File: src/rtl/oepd_defines.svh
/*
 * Offsets, field positions and reset values of the out endpoint
 * descriptor block.
 * Assumes inclusion by bare name from the design file only.
 */
`ifndef OEPD_DEFINES_SVH
`define OEPD_DEFINES_SVH

// ----------------------------------------
// Register offsets within the block
// ----------------------------------------
`define OEPD_CONFIG_OFS 4'h0
`define OEPD_X_BASE_OFS 4'h1
`define OEPD_LENGTH_OFS 4'h2
`define OEPD_X_COUNT_OFS 4'h3
`define OEPD_Y_BASE_OFS 4'h5
`define OEPD_Y_COUNT_OFS 4'h7
`define OEPD_IRQ_STATUS_OFS 4'h8
`define OEPD_IRQ_MASK_OFS 4'h9

// ----------------------------------------
// Field positions
// ----------------------------------------
`define OEPD_CFG_ENABLE_BIT 7
`define OEPD_CFG_ISO_BIT 6
`define OEPD_CFG_DOUBLE_BIT 4
`define OEPD_HELD_BIT 7
`define OEPD_IRQ_X_BIT 0
`define OEPD_IRQ_Y_BIT 1
`define OEPD_IRQ_NAK_BIT 2
`define OEPD_LOW_ZERO_BITS 3'h0

// ----------------------------------------
// Reset values
// ----------------------------------------
`define OEPD_BYTE_RESET 8'h00
`define OEPD_IRQ_RESET 3'h0

`endif

File: src/rtl/oepd_pkg.sv
/*
 * Types shared by the out endpoint descriptor block.
 * Assumes the transaction engine runs on the same clock as the block.
 */
package oepd_pkg;

    // Events from the USB transaction engine
    typedef struct packed {
        logic token;
        logic done;
        logic good;
        logic [7:0] bytes;
    } oepd_txn_type;

    // Answer to the transaction engine and buffer writer
    typedef struct packed {
        logic ack;
        logic nak;
        logic [10:0] base;
        logic [10:0] limit;
    } oepd_reply_type;

    typedef enum logic [1:0] {
        OEPD_IDLE = 2'b01,
        OEPD_RECV = 2'b10
    } oepd_state_type;

endpackage : oepd_pkg

File: src/rtl/oepd_out_endpoint.sv
/*
 * One out endpoint descriptor: buffer bases, shared length, X/Y counts
 * with packet-held flags, handshake decision, interrupt status and mask.
 * Assumes a same-clock transaction engine and a simple register port.
 */
// Decided for this implementation: the register addresses and the address-and-strobe port.
`include "oepd_defines.svh"
`timescale 1ns/1ps
`default_nettype none

module oepd_out_endpoint
    import oepd_pkg::*;
(
    input wire logic clk,
    input wire logic rst_n,
    input wire logic [3:0] reg_addr,
    input wire logic [7:0] reg_wdata,
    input wire logic reg_write,
    input wire logic reg_read,
    output logic [7:0] reg_rdata,
    input wire oepd_txn_type txn,
    output oepd_reply_type reply,
    output logic irq
);

    // ----------------------------------------
    // Reset release
    // ----------------------------------------
    logic rst_meta;
    logic rst_sync;

    always_ff @(posedge clk or negedge rst_n) begin
        if (!rst_n) begin
            rst_meta <= 1'b0;
            rst_sync <= 1'b0;
        end else begin
            rst_meta <= 1'b1;
            rst_sync <= rst_meta;
        end
    end

    // ----------------------------------------
    // Functions
    // ----------------------------------------
    // samples from bytes
    // When isochronous, bytes per sample is config bits 1:0 plus one
    function automatic logic [6:0] count_of(input logic [7:0] bytes, input logic iso, input logic [1:0] bps);
        logic [7:0] q;
        q = bytes;
        if (iso) begin
            case (bps)
                2'h1: q = bytes >> 1;
                2'h2: q = bytes / 8'h03;
                2'h3: q = bytes >> 2;
                default: q = bytes;
            endcase
        end
        return q[6:0];
    endfunction : count_of

    function automatic logic [10:0] align8(input logic [7:0] upper);
        return {upper, `OEPD_LOW_ZERO_BITS};
    endfunction : align8

    // ----------------------------------------
    // Registers
    // ----------------------------------------
    logic [7:0] config_byte;
    logic [7:0] out_ep_x_buffer_base;
    logic [7:0] out_ep_y_buffer_base;
    logic [7:0] out_ep_buffer_length;
    logic [7:0] out_ep_x_count_and_hold;
    logic [7:0] out_ep_y_count_and_hold;
    logic [2:0] irq_status;
    logic [2:0] irq_mask;
    oepd_state_type state;
    logic use_y;
    logic rx_y;

    logic iso;
    logic enabled;
    logic double_buf;
    logic target_y;
    logic target_held;
    logic landed;
    logic nak_now;
    logic [6:0] new_count;

    assign iso = config_byte[`OEPD_CFG_ISO_BIT];
    assign enabled = config_byte[`OEPD_CFG_ENABLE_BIT];
    assign double_buf = config_byte[`OEPD_CFG_DOUBLE_BIT];
    assign target_y = double_buf & use_y;
    assign target_held = target_y ? out_ep_y_count_and_hold[`OEPD_HELD_BIT]
                                  : out_ep_x_count_and_hold[`OEPD_HELD_BIT];
    assign landed = (state == OEPD_RECV) && txn.done && txn.good;
    assign new_count = count_of(txn.bytes, iso, config_byte[1:0]);

    // NAK on held buffer, never when isochronous
    assign nak_now = (state == OEPD_IDLE) && txn.token && enabled && !iso && target_held;

    always_ff @(posedge clk or negedge rst_sync) begin
        if (!rst_sync) begin
            config_byte <= `OEPD_BYTE_RESET;
            out_ep_x_buffer_base <= `OEPD_BYTE_RESET;
            out_ep_y_buffer_base <= `OEPD_BYTE_RESET;
            out_ep_buffer_length <= `OEPD_BYTE_RESET;
            irq_mask <= `OEPD_IRQ_RESET;
        end else if (reg_write) begin
            if (reg_addr == `OEPD_CONFIG_OFS) begin
                config_byte <= reg_wdata;
            end else if (reg_addr == `OEPD_X_BASE_OFS) begin
                out_ep_x_buffer_base <= reg_wdata;
            end else if (reg_addr == `OEPD_Y_BASE_OFS) begin
                out_ep_y_buffer_base <= reg_wdata;
            end else if (reg_addr == `OEPD_LENGTH_OFS) begin
                out_ep_buffer_length <= reg_wdata;
            end else if (reg_addr == `OEPD_IRQ_MASK_OFS) begin
                irq_mask <= reg_wdata[2:0];
            end
        end
    end

    // ----------------------------------------
    // Count and held bytes
    // ----------------------------------------
    // Hardware landing wins over a software write in the same cycle
    always_ff @(posedge clk or negedge rst_sync) begin
        if (!rst_sync) begin
            out_ep_x_count_and_hold <= `OEPD_BYTE_RESET;
        end else if (landed && !rx_y) begin
            out_ep_x_count_and_hold <= {1'b1, new_count};
        end else if (reg_write && reg_addr == `OEPD_X_COUNT_OFS) begin
            out_ep_x_count_and_hold <= reg_wdata;
        end
    end

    always_ff @(posedge clk or negedge rst_sync) begin
        if (!rst_sync) begin
            out_ep_y_count_and_hold <= `OEPD_BYTE_RESET;
        end else if (landed && rx_y) begin
            out_ep_y_count_and_hold <= {1'b1, new_count};
        end else if (reg_write && reg_addr == `OEPD_Y_COUNT_OFS) begin
            out_ep_y_count_and_hold <= reg_wdata;
        end
    end

    // ----------------------------------------
    // Transaction handling
    // ----------------------------------------
    // A token during reception is dropped; the engine owns one packet at a time
    always_ff @(posedge clk or negedge rst_sync) begin
        if (!rst_sync) begin
            state <= OEPD_IDLE;
            rx_y <= 1'b0;
            use_y <= 1'b0;
        end else begin
            case (state)
                OEPD_IDLE: begin
                    if (txn.token && enabled && !nak_now) begin
                        state <= OEPD_RECV;
                        rx_y <= target_y;
                    end
                end
                OEPD_RECV: begin
                    if (txn.done) begin
                        state <= OEPD_IDLE;
                        if (txn.good && double_buf) begin
                            use_y <= !rx_y;
                        end
                    end
                end
                default: begin
                    state <= OEPD_IDLE;
                end
            endcase
        end
    end

    always_ff @(posedge clk or negedge rst_sync) begin
        if (!rst_sync) begin
            reply <= '0;
        end else begin
            reply.nak <= nak_now;
            reply.ack <= (state == OEPD_IDLE) && txn.token && enabled && !nak_now;
            reply.base <= align8(target_y ? out_ep_y_buffer_base : out_ep_x_buffer_base);
            reply.limit <= align8(out_ep_buffer_length);
        end
    end

    // ----------------------------------------
    // Interrupts
    // ----------------------------------------
    // Set wins over a write-one clear
    always_ff @(posedge clk or negedge rst_sync) begin
        if (!rst_sync) begin
            irq_status <= `OEPD_IRQ_RESET;
        end else begin
            irq_status <= (irq_status & ~((reg_write && reg_addr == `OEPD_IRQ_STATUS_OFS) ? reg_wdata[2:0] : 3'h0))
                        | {nak_now, landed && rx_y, landed && !rx_y};
        end
    end

    always_ff @(posedge clk or negedge rst_sync) begin
        if (!rst_sync) begin
            irq <= 1'b0;
        end else begin
            irq <= |(irq_status & irq_mask);
        end
    end

    // ----------------------------------------
    // Read port
    // ----------------------------------------
    logic [7:0] next_reg_rdata;

    always_comb begin
        next_reg_rdata = 8'h00;
        if (reg_addr == `OEPD_CONFIG_OFS) begin
            next_reg_rdata = config_byte;
        end else if (reg_addr == `OEPD_X_BASE_OFS) begin
            next_reg_rdata = out_ep_x_buffer_base;
        end else if (reg_addr == `OEPD_LENGTH_OFS) begin
            next_reg_rdata = out_ep_buffer_length;
        end else if (reg_addr == `OEPD_X_COUNT_OFS) begin
            next_reg_rdata = out_ep_x_count_and_hold;
        end else if (reg_addr == `OEPD_Y_BASE_OFS) begin
            next_reg_rdata = out_ep_y_buffer_base;
        end else if (reg_addr == `OEPD_Y_COUNT_OFS) begin
            next_reg_rdata = out_ep_y_count_and_hold;
        end else if (reg_addr == `OEPD_IRQ_STATUS_OFS) begin
            next_reg_rdata = {5'h00, irq_status};
        end else if (reg_addr == `OEPD_IRQ_MASK_OFS) begin
            next_reg_rdata = {5'h00, irq_mask};
        end
    end

    // Data stands only in the cycle after the read strobe
    always_ff @(posedge clk or negedge rst_sync) begin
        if (!rst_sync) begin
            reg_rdata <= 8'h00;
        end else begin
            reg_rdata <= reg_read ? next_reg_rdata : 8'h00;
        end
    end

    // ----------------------------------------
    // Assertions
    // ----------------------------------------
    y_base_place_a: assert property (@(posedge clk) disable iff (!rst_sync)
        reply.ack && rx_y |-> reply.base[10:3] == $past(out_ep_y_buffer_base))
        else $error("Y base not placed");
    x_base_place_a: assert property (@(posedge clk) disable iff (!rst_sync)
        reply.ack && !rx_y |-> reply.base[10:3] == $past(out_ep_x_buffer_base))
        else $error("X base not placed");
    base_align_a: assert property (@(posedge clk) disable iff (!rst_sync)
        reply.ack |-> reply.base[2:0] == 3'h0)
        else $error("Base not on 8-byte bound");
    x_held_set_a: assert property (@(posedge clk) disable iff (!rst_sync)
        landed && !rx_y |=> out_ep_x_count_and_hold[7] && irq_status[0])
        else $error("X held flag not set");
    nak_held_a: assert property (@(posedge clk) disable iff (!rst_sync)
        state == OEPD_IDLE && txn.token && enabled && !iso && target_held |=> reply.nak && !reply.ack)
        else $error("Held buffer not refused");
    iso_no_nak_a: assert property (@(posedge clk) disable iff (!rst_sync)
        state == OEPD_IDLE && txn.token && enabled && iso |=> reply.ack && !reply.nak)
        else $error("Isochronous token refused");
    x_count_load_a: assert property (@(posedge clk) disable iff (!rst_sync)
        landed && !rx_y && !iso |=> out_ep_x_count_and_hold[6:0] == $past(txn.bytes[6:0]))
        else $error("X byte count wrong");
    iso_samples_a: assert property (@(posedge clk) disable iff (!rst_sync)
        landed && iso && config_byte[1:0] == 2'h3 |=> (rx_y ? out_ep_y_count_and_hold[6:0]
            : out_ep_x_count_and_hold[6:0]) == 7'($past(txn.bytes) >> 2))
        else $error("Sample count wrong");
    length_units_a: assert property (@(posedge clk) disable iff (!rst_sync)
        reply.ack |-> reply.limit == {$past(out_ep_buffer_length), 3'h0})
        else $error("Length not in 8-byte units");
    y_held_set_a: assert property (@(posedge clk) disable iff (!rst_sync)
        landed && rx_y |=> out_ep_y_count_and_hold[7] && out_ep_y_count_and_hold[6:0] == $past(new_count))
        else $error("Y held flag not set");

endmodule : oepd_out_endpoint
`default_nettype wire

File: config.mk
export PLATFORM = sky130hd
export DESIGN_NAME = oepd_out_endpoint
export DESIGN_NICKNAME = d
export VERILOG_FILES = /design/src/rtl/oepd_pkg.sv /design/src/rtl/oepd_out_endpoint.sv
export VERILOG_INCLUDE_DIRS = /design/src /design/src/rtl
export SDC_FILE = /design/constraint.sdc
export NUM_CORES = 1
export LEC_CHECK = 0
export BUFFER_PORTS_ARGS = -buffer_cell sky130_fd_sc_hd__buf_2
export CAP_MARGIN = 20
export CORE_MARGIN = 10
export CORE_UTILIZATION = 47
export DETAILED_ROUTE_END_ITERATION = 16
export PLACE_DENSITY = 0.67
export SYNTH_ARGS = -nofsm -noshare
export SYNTH_HDL_FRONTEND = slang
export SYNTH_SLANG_ARGS = --single-unit
export TNS_END_PERCENT = 100
File: constraint.sdc
create_clock -name clk -period 3.29 [get_ports clk]
set_input_delay 0.4935 -clock clk [delete_from_list [all_inputs] [get_ports clk]]
set_output_delay 0.4935 -clock clk [all_outputs]
set_load 0.005 [all_outputs]
==> results of run 1 <==
[cell families (layout without fill, tap and decap cells)]
group / after synthesis / after routing / synth area share
xor+xnor: 2 / 2 / 0.005312
compound gates: 124 / 124 / 0.1739
buf+inv: 42 / 83 / 0.04248
fa+ha+maj: 1 / 1 / 0.002655
other cells: 2 / 7 / 0.001594
flops: 87 / 87 / 0.4623
mux: 66 / 66 / 0.1551
simple gates: 140 / 140 / 0.1567
[where the power goes]
part,switching (mW),leakage [nW],total (mW),internal [mW]
Combinational,0.336,1.17,0.691,0.355
Clock,0.376,0.0998,0.805,0.429
Sequential,0.180,1.08,1.49,1.31
Total,0.892,2.35,2.98,2.09
[state kept, by name, summed over array words and instances, names as in the netlist]
name and count:
out_ep_x_buffer_base 8, reply 18, out_ep_buffer_length 8, out_ep_y_buffer_base 8, reg_rdata 8, irq 1, config_byte 8, rx_y 1
state 2, rst_sync 1, irq_status 3, out_ep_x_count_and_hold 8, out_ep_y_count_and_hold 8, rst_meta 1, irq_mask 3, use_y 1
[placed cells by master (no fill, tap or decap), drive strengths merged, types with 3 or more instances in the layout]
cell type	n
nor2b	20
mux2i	10
nand3	9
conb	7
a21oi	35
nand2	41
o21ai	29
dfrtp	86
clkbuf	11
mux2	56
inv	8
o211ai	3
nor3	10
and2	7
nand2b	6
a31oi	5
buf	58
nand3b	3
o21a	3
a32oi	3
nor3b	3
a22oi	4
nor2	28
o31ai	5
a211oi	7
a21o	3
o22ai	7
[metal layers]
| metal | share of wire | vias to the layer above | global-route usage | wire length (um) |
|---|---|---|---|---|
| met5 | 0 | - | 0 | 0 |
| met4 | 0.013 | 0 | 0.05656 | 151 |
| met2 | 0.48 | 103 | 0.2613 | 5513 |
| li1 | - | 1755 | - | - |
| met3 | 0.066 | 16 | 0.04126 | 756 |
| met1 | 0.44 | 1779 | 0.2122 | 5027 |
[worst max-delay path by stage]
stage | end | cells after the start | slack (ns)
3_3_place_gp | out_ep_x_count_and_hold[0]$_DFFE_PN0P_ | 9 | 0.66
6_report | out_ep_y_count_and_hold[0]$_DFFE_PN0P_ | 9 | 0.98
3_5_place_dp | out_ep_y_count_and_hold[0]$_DFFE_PN0P_ | 9 | 0.56
4_1_cts | out_ep_y_count_and_hold[0]$_DFFE_PN0P_ | 9 | 0.97
5_1_grt | out_ep_x_count_and_hold[0]$_DFFE_PN0P_ | 9 | 0.77
2_1_floorplan | config_byte[0]$_DFFE_PN0P_ | 0 | 0.69
[per-stage QoR]
stage          utilization  power, mW
2_1_floorplan            -      1.962
6_report            0.5401      2.982
5_1_grt             0.5401      3.172
3_3_place_gp        0.5142      2.173
3_5_place_dp        0.5142      2.195
4_1_cts             0.5373      3.002
[what timing repair did]
| action | 4_1_cts | 5_1_grt |
|---|---|---|
| buffers inserted | 0 | 0 |
| hold buffers | 1 | 0 |
| endpoints found under the hold margin | 2 | 0 |
[layout make-up]
cell class | instances | area, um^2
clock buffer | 11 | 131.4
multi-input combinational | 340 | 2352
sequential | 87 | 2182
timing repair buffer | 59 | 332.8
tap | 133 | 166.4
inverter | 8 | 30.03
clock inverter | 5 | 83.83
fill | 927 | 4496
==> results.py, run 1 <==
metrics = {
    "finish": {
        "synthToLayoutAreaGrowth_pct": 12.03,
        "final_area_um2": 5279,
        "antenna_cells": 0,
        "final_nets": 533,
        "final_cells": 643,
        "drive_gt1_frac": 0.2745,
    },
    "timing": {
        "rsz0062_at_grt": "no",
        "totalNegativeSetupSlack_ns": 0,
        "slew_violations": 0,
        "finalCritPeriodShare": 0.7011,
        "slew_headroom": 0.5876,
        "hold_viol": 0,
        "fin_hold_ws_ns": 0.1633,
        "timing.fmax_mhz": 433.5,
        "layout_setup_ws_ns": 0.9834,
        "worst_pin_slew_ns": 0.6172,
        "skew_ns": 0.01311,
        "fin_crit_ns": 2.307,
        "finalSetupViolCount": 0,
    },
    "placed_design": {
        "gp_congestion": 0.8586,
        "placed_cells": 625,
        "place_hpwl_um": 8060,
        "place_area_um2": 5026,
        "pre_cts_slack_ns": 0.5604,
        "numPortBuffers": 53,
    },
    "yosys": {
        "yosysSeqAreaShare": 0.4623,
        "synth.avg_cell_area_um2": 10.16,
        "ys_ff_latch": 87,
        "ys_async_sr_fraction": 1.000,
        "netlist_area_um2": 4712,
        "ys_warn_count": 0,
        "synth_edf_count": 0,
        "yosysTopAreaCell": "dfrtp_1",
        "synth_common_cells": "dfrtp_1, mux2_2, nand2_1",
        "yosysMostFrequentCell": "dfrtp_1",
        "synth_top_area_frac": 0.4567,
        "syn_inst": 464,
        "synth.area.top_cells": "dfrtp_1, mux2_2, a21oi_1",
        "ys_types": 66,
        "synth_flop_cell": "dfrtp_1",
    },
    "global_routing": {
        "grt_usage": 0.1640,
        "grt-ovfl-total": 0,
        "grt_pass1_vias": 3685,
        "grt_max_degree": 86,
        "grt_pass1_wl_um": 19290,
        "antenna_found_initial": 0,
    },
    "clocking": {
        "postCtsResizedCells": 0,
        "cts_sinks": 87,
        "htreeDepth": 3,
        "clkTransAtPathRegs_ns": 0.09,
        "clockBufferDepth": 2,
        "tritoncts": "done",
        "cts_made_buffers": 9,
        "clk_latency_ns": 0.37,
        "clock-root-buffer": "clkbuf_8",
    },
    "route": {
        "viasPerCell": 5.681,
        "drtIter0Drc": 251,
        "vias": 3653,
        "wl_per_cell_um": 17.81,
        "ant_nets": 0,
        "routed_wl_um": 11450,
        "firstDrtPassIters": 4,
        "drc": 0,
    },
    "worst_hold_path": {
        "hp-class": "flip-flop to async pin",
    },
    "worst_setup_path": {
        "critical_path_class": "primary input to flip-flop",
        "cp-startpoint": "txn[4]",
        "path_cells": "buf_2 > nand2b_1 > o21ai_0 > nor2_1 > o311ai_4 > ha_1 > nor2b_1 > o41ai_2 > a21oi_1",
        "r2r-start": "config_byte[0]$_DFFE_PN0P_",
        "slowest_delay_ns": 0.34,
        "crit_fanout": 23,
        "critical_path_arrival_ns": 2.56,
        "crit_family": "compound AO/OA/AOI/OAI gates",
        "cp_num_buf_inv": 1,
        "crit_required_ns": 3.54,
        "r2r_cells": 7,
        "cp-end-kind": "flip-flop",
        "startpoint_type": "primary input",
        "slowest_stage": "o41ai_2",
        "reg2reg_to": "out_ep_y_count_and_hold[3]$_DFFE_PN0P_",
        "r2r_slack_ns": 1.42,
    },
    "job": {
        "drv_cap": 0,
    },
    "floorplanning": {
        "ioPinCount": 60,
        "fp.dieW_um": 120.1,
        "die_h_um": 120.1,
        "initial_core_util": 0.4821,
        "core_area_um2": 9774,
        "fp.dieArea_um2": 14430,
        "num_rows": 36,
    },
    "status": {
        "status": "complete, no violations",
    },
    "power": {
        "leakagePower_nw": 2.348,
        "vdd_drop_max_v": 0.0002319,
        "p_per_area_nw_per_um2": 565.0,
    },
}
Note: power is estimated with default switching activity, not from simulation.
==> inputs of run 2 (changes only) <==
--- a/config.mk
+++ b/config.mk
@@ -11,7 +11,7 @@
 export CORE_MARGIN = 10
 export CORE_UTILIZATION = 47
 export DETAILED_ROUTE_END_ITERATION = 16
-export PLACE_DENSITY = 0.67
+export PLACE_DENSITY = 0.7
 export SYNTH_ARGS = -nofsm -noshare
 export SYNTH_HDL_FRONTEND = slang
 export SYNTH_SLANG_ARGS = --single-unit
==> constraint.sdc (replaced) <==
create_clock -name clk -period 2.1 [get_ports clk]
set_input_delay 0.315 -clock clk [delete_from_list [all_inputs] [get_ports clk]]
set_output_delay 0.315 -clock clk [all_outputs]
set_load 0.005 [all_outputs]
==> results.py, run 2 (same netlist as run 1, synthesis figures left out) <==
metrics = {
    "power": {
        "p_clk_frac": 0.240,
        "vdd_drop_max_v": 0.0003648,
        "swShare": 0.3189,
        "pwr-share-seq": 0.504,
        "intPower_mw": 3.138,
        "p_per_area_nw_per_um2": 828.5,
        "switching_power_mw": 1.469,
        "leakagePower_nw": 2.539,
        "pwr-share-comb": 0.255,
    },
    "route": {
        "firstDrtPassIters": 6,
        "vias": 3842,
        "viasPerCell": 5.609,
        "drc": 0,
        "wl_per_cell_um": 17.60,
        "drtIter0Drc": 311,
        "ant_nets": 0,
        "routed_wl_um": 12060,
    },
    "floorplanning": {
        "initial_core_util": 0.4821,
        "fp.dieArea_um2": 14430,
        "ioPinCount": 60,
        "core_area_um2": 9774,
        "die_h_um": 120.1,
        "fp.dieW_um": 120.1,
        "num_rows": 36,
    },
    "clocking": {
        "clkTransAtPathRegs_ns": 0.09,
        "clk_latency_ns": 0.36,
        "cts_made_buffers": 9,
        "htreeDepth": 3,
        "cts_sinks": 87,
        "postCtsSetupBuffers": 0,
        "tritoncts": "done",
        "clock-root-buffer": "clkbuf_8",
        "clockBufferDepth": 2,
    },
    "placed_design": {
        "placed_cells": 668,
        "gp_congestion": 0.9001,
        "place_area_um2": 5364,
        "numPortBuffers": 53,
        "place_hpwl_um": 9158,
    },
    "global_routing": {
        "grt-ovfl-total": 0,
        "antenna_found_initial": 0,
        "grt_usage": 0.1700,
        "grt_pass1_vias": 3925,
        "grt_pass1_wl_um": 19970,
        "grt_max_degree": 49,
    },
    "worst_setup_path": {
        "cp-end-kind": "flip-flop",
        "critical_path_class": "primary input to flip-flop",
        "critical_path_arrival_ns": 2.18,
        "crit_fanout": 13,
        "startpoint_type": "primary input",
        "crit_required_ns": 2.33,
    },
    "timing": {
        "slew_violations": 0,
        "fin_crit_ns": 1.954,
        "hold_viol": 0,
        "slew_headroom": 0.6399,
        "finalSetupViolCount": 0,
        "finalCritPeriodShare": 0.9307,
        "timing.fmax_mhz": 511.7,
        "rsz0062_at_grt": "no",
        "skew_ns": 0.01015,
        "worst_pin_slew_ns": 0.5360,
        "totalNegativeSetupSlack_ns": 0,
    },
    "finish": {
        "largest_reg_flops": 18,
        "fill_cells": 869,
        "regMostFlops": "reply",
        "fin_util": 0.5690,
        "final_cells": 685,
        "final_area_um2": 5562,
        "drive_gt1_frac": 0.3351,
        "final_common_cell": "dfrtp_1",
        "antenna_cells": 0,
        "mostFrequentLayoutCells": "dfrtp_1, mux2_2, buf_2",
        "synthToLayoutAreaGrowth_pct": 18.03,
        "final_nets": 575,
    },
    "job": {
        "drv_cap": 0,
    },
    "worst_hold_path": {
        "hp-class": "primary input to flip-flop",
    },
    "status": {
        "status": "complete, no violations",
    },
}
run 2: cell types whose count changed in the layout (fill, tap and decap cells not counted), sizes merged:
cell / change
buf: +42
bufinv: -2
clkbuf: -1
clkinv: +1
clkinvlp: -1
inv: +3
run 2: routing by layer:
metal  vias up  GRT usage  routed length (um)
met5         -          0                   0
met4         0    0.06410                 238
li1       1842          -                   -
met3        18    0.04360                 705
met1      1871     0.2143                5371
met2       111     0.2748                5743
run 2: stage by stage:
| step | setup WS (ns) | power, mW | hold slack [ns] |
|---|---|---|---|
| after global routing | 0.006673 | 4.896 | 0.2067 |
| after global placement | -0.1874 | 3.484 | 0.09999 |
| after floorplan | -0.004633 | 3.076 | 0.01941 |
| after detailed placement | -0.2555 | 3.533 | 0.1022 |
| after CTS | 0.1230 | 4.649 | 0.1943 |
| final | 0.1456 | 4.608 | 0.2135 |
run 2: final timing paths:
kind / depth (start not counted) / slack (ns) / from / to
worst min register to register: 0 / 0.30 / rst_sync$_DFF_PN0_ / reg_rdata[3]$_DFF_PN0_
worst max register to register: 6 / 0.50 / config_byte[1]$_DFFE_PN0P_ / out_ep_x_count_and_hold[0]$_DFFE_PN0P_
worst max-delay path: 9 / 0.15 / txn[4] / out_ep_y_count_and_hold[0]$_DFFE_PN0P_
max in group asynchronous: 1 / 1.12 / rst_sync$_DFF_PN0_ / state[0]$_DFFE_PN1P_
worst min-delay path: 3 / 0.21 / txn[9] / state[0]$_DFFE_PN1P_
min in group asynchronous: 2 / 0.25 / rst_n / rst_sync$_DFF_PN0_
run 2: cell type report:
type / instances / area (um^2) / share of cell area
multi-input combinational: 340 / 2355 / 0.4234
clock inverter: 6 / 50.05 / 0.008999
sequential: 87 / 2182 / 0.3924
inverter: 8 / 30.03 / 0.005399
clock buffer: 10 / 137.6 / 0.02475
timing repair buffer: 101 / 640.6 / 0.1152
tap: 133 / 166.4 / 0.02992
run 2: critical path, cell delays in order:
cell and delay (ns):
buf_2 0.18, nor2b_1 0.18, a32oi_1 0.27, o2bb2ai_1 0.20
o311ai_4 0.15, ha_1 0.30, nor2b_1 0.14, o41ai_2 0.33
a21oi_1 0.12
run 2: power groups by stage:
stage | clock network, mW | registers (mW) | logic, mW
detailed placement | 0 | 2.35 | 1.18
global route | 1.20 | 2.37 | 1.32
global placement | 0 | 2.34 | 1.15
floorplan | 0 | 2.26 | 0.818
CTS | 1.14 | 2.32 | 1.19
finish | 1.11 | 2.32 | 1.18
run 2: what timing repair did:
item,in CTS,in global routing
hold buffers,1,0
gates resized for setup,0,1
setup endpoints to repair,0,2
hold endpoints to repair,2,0
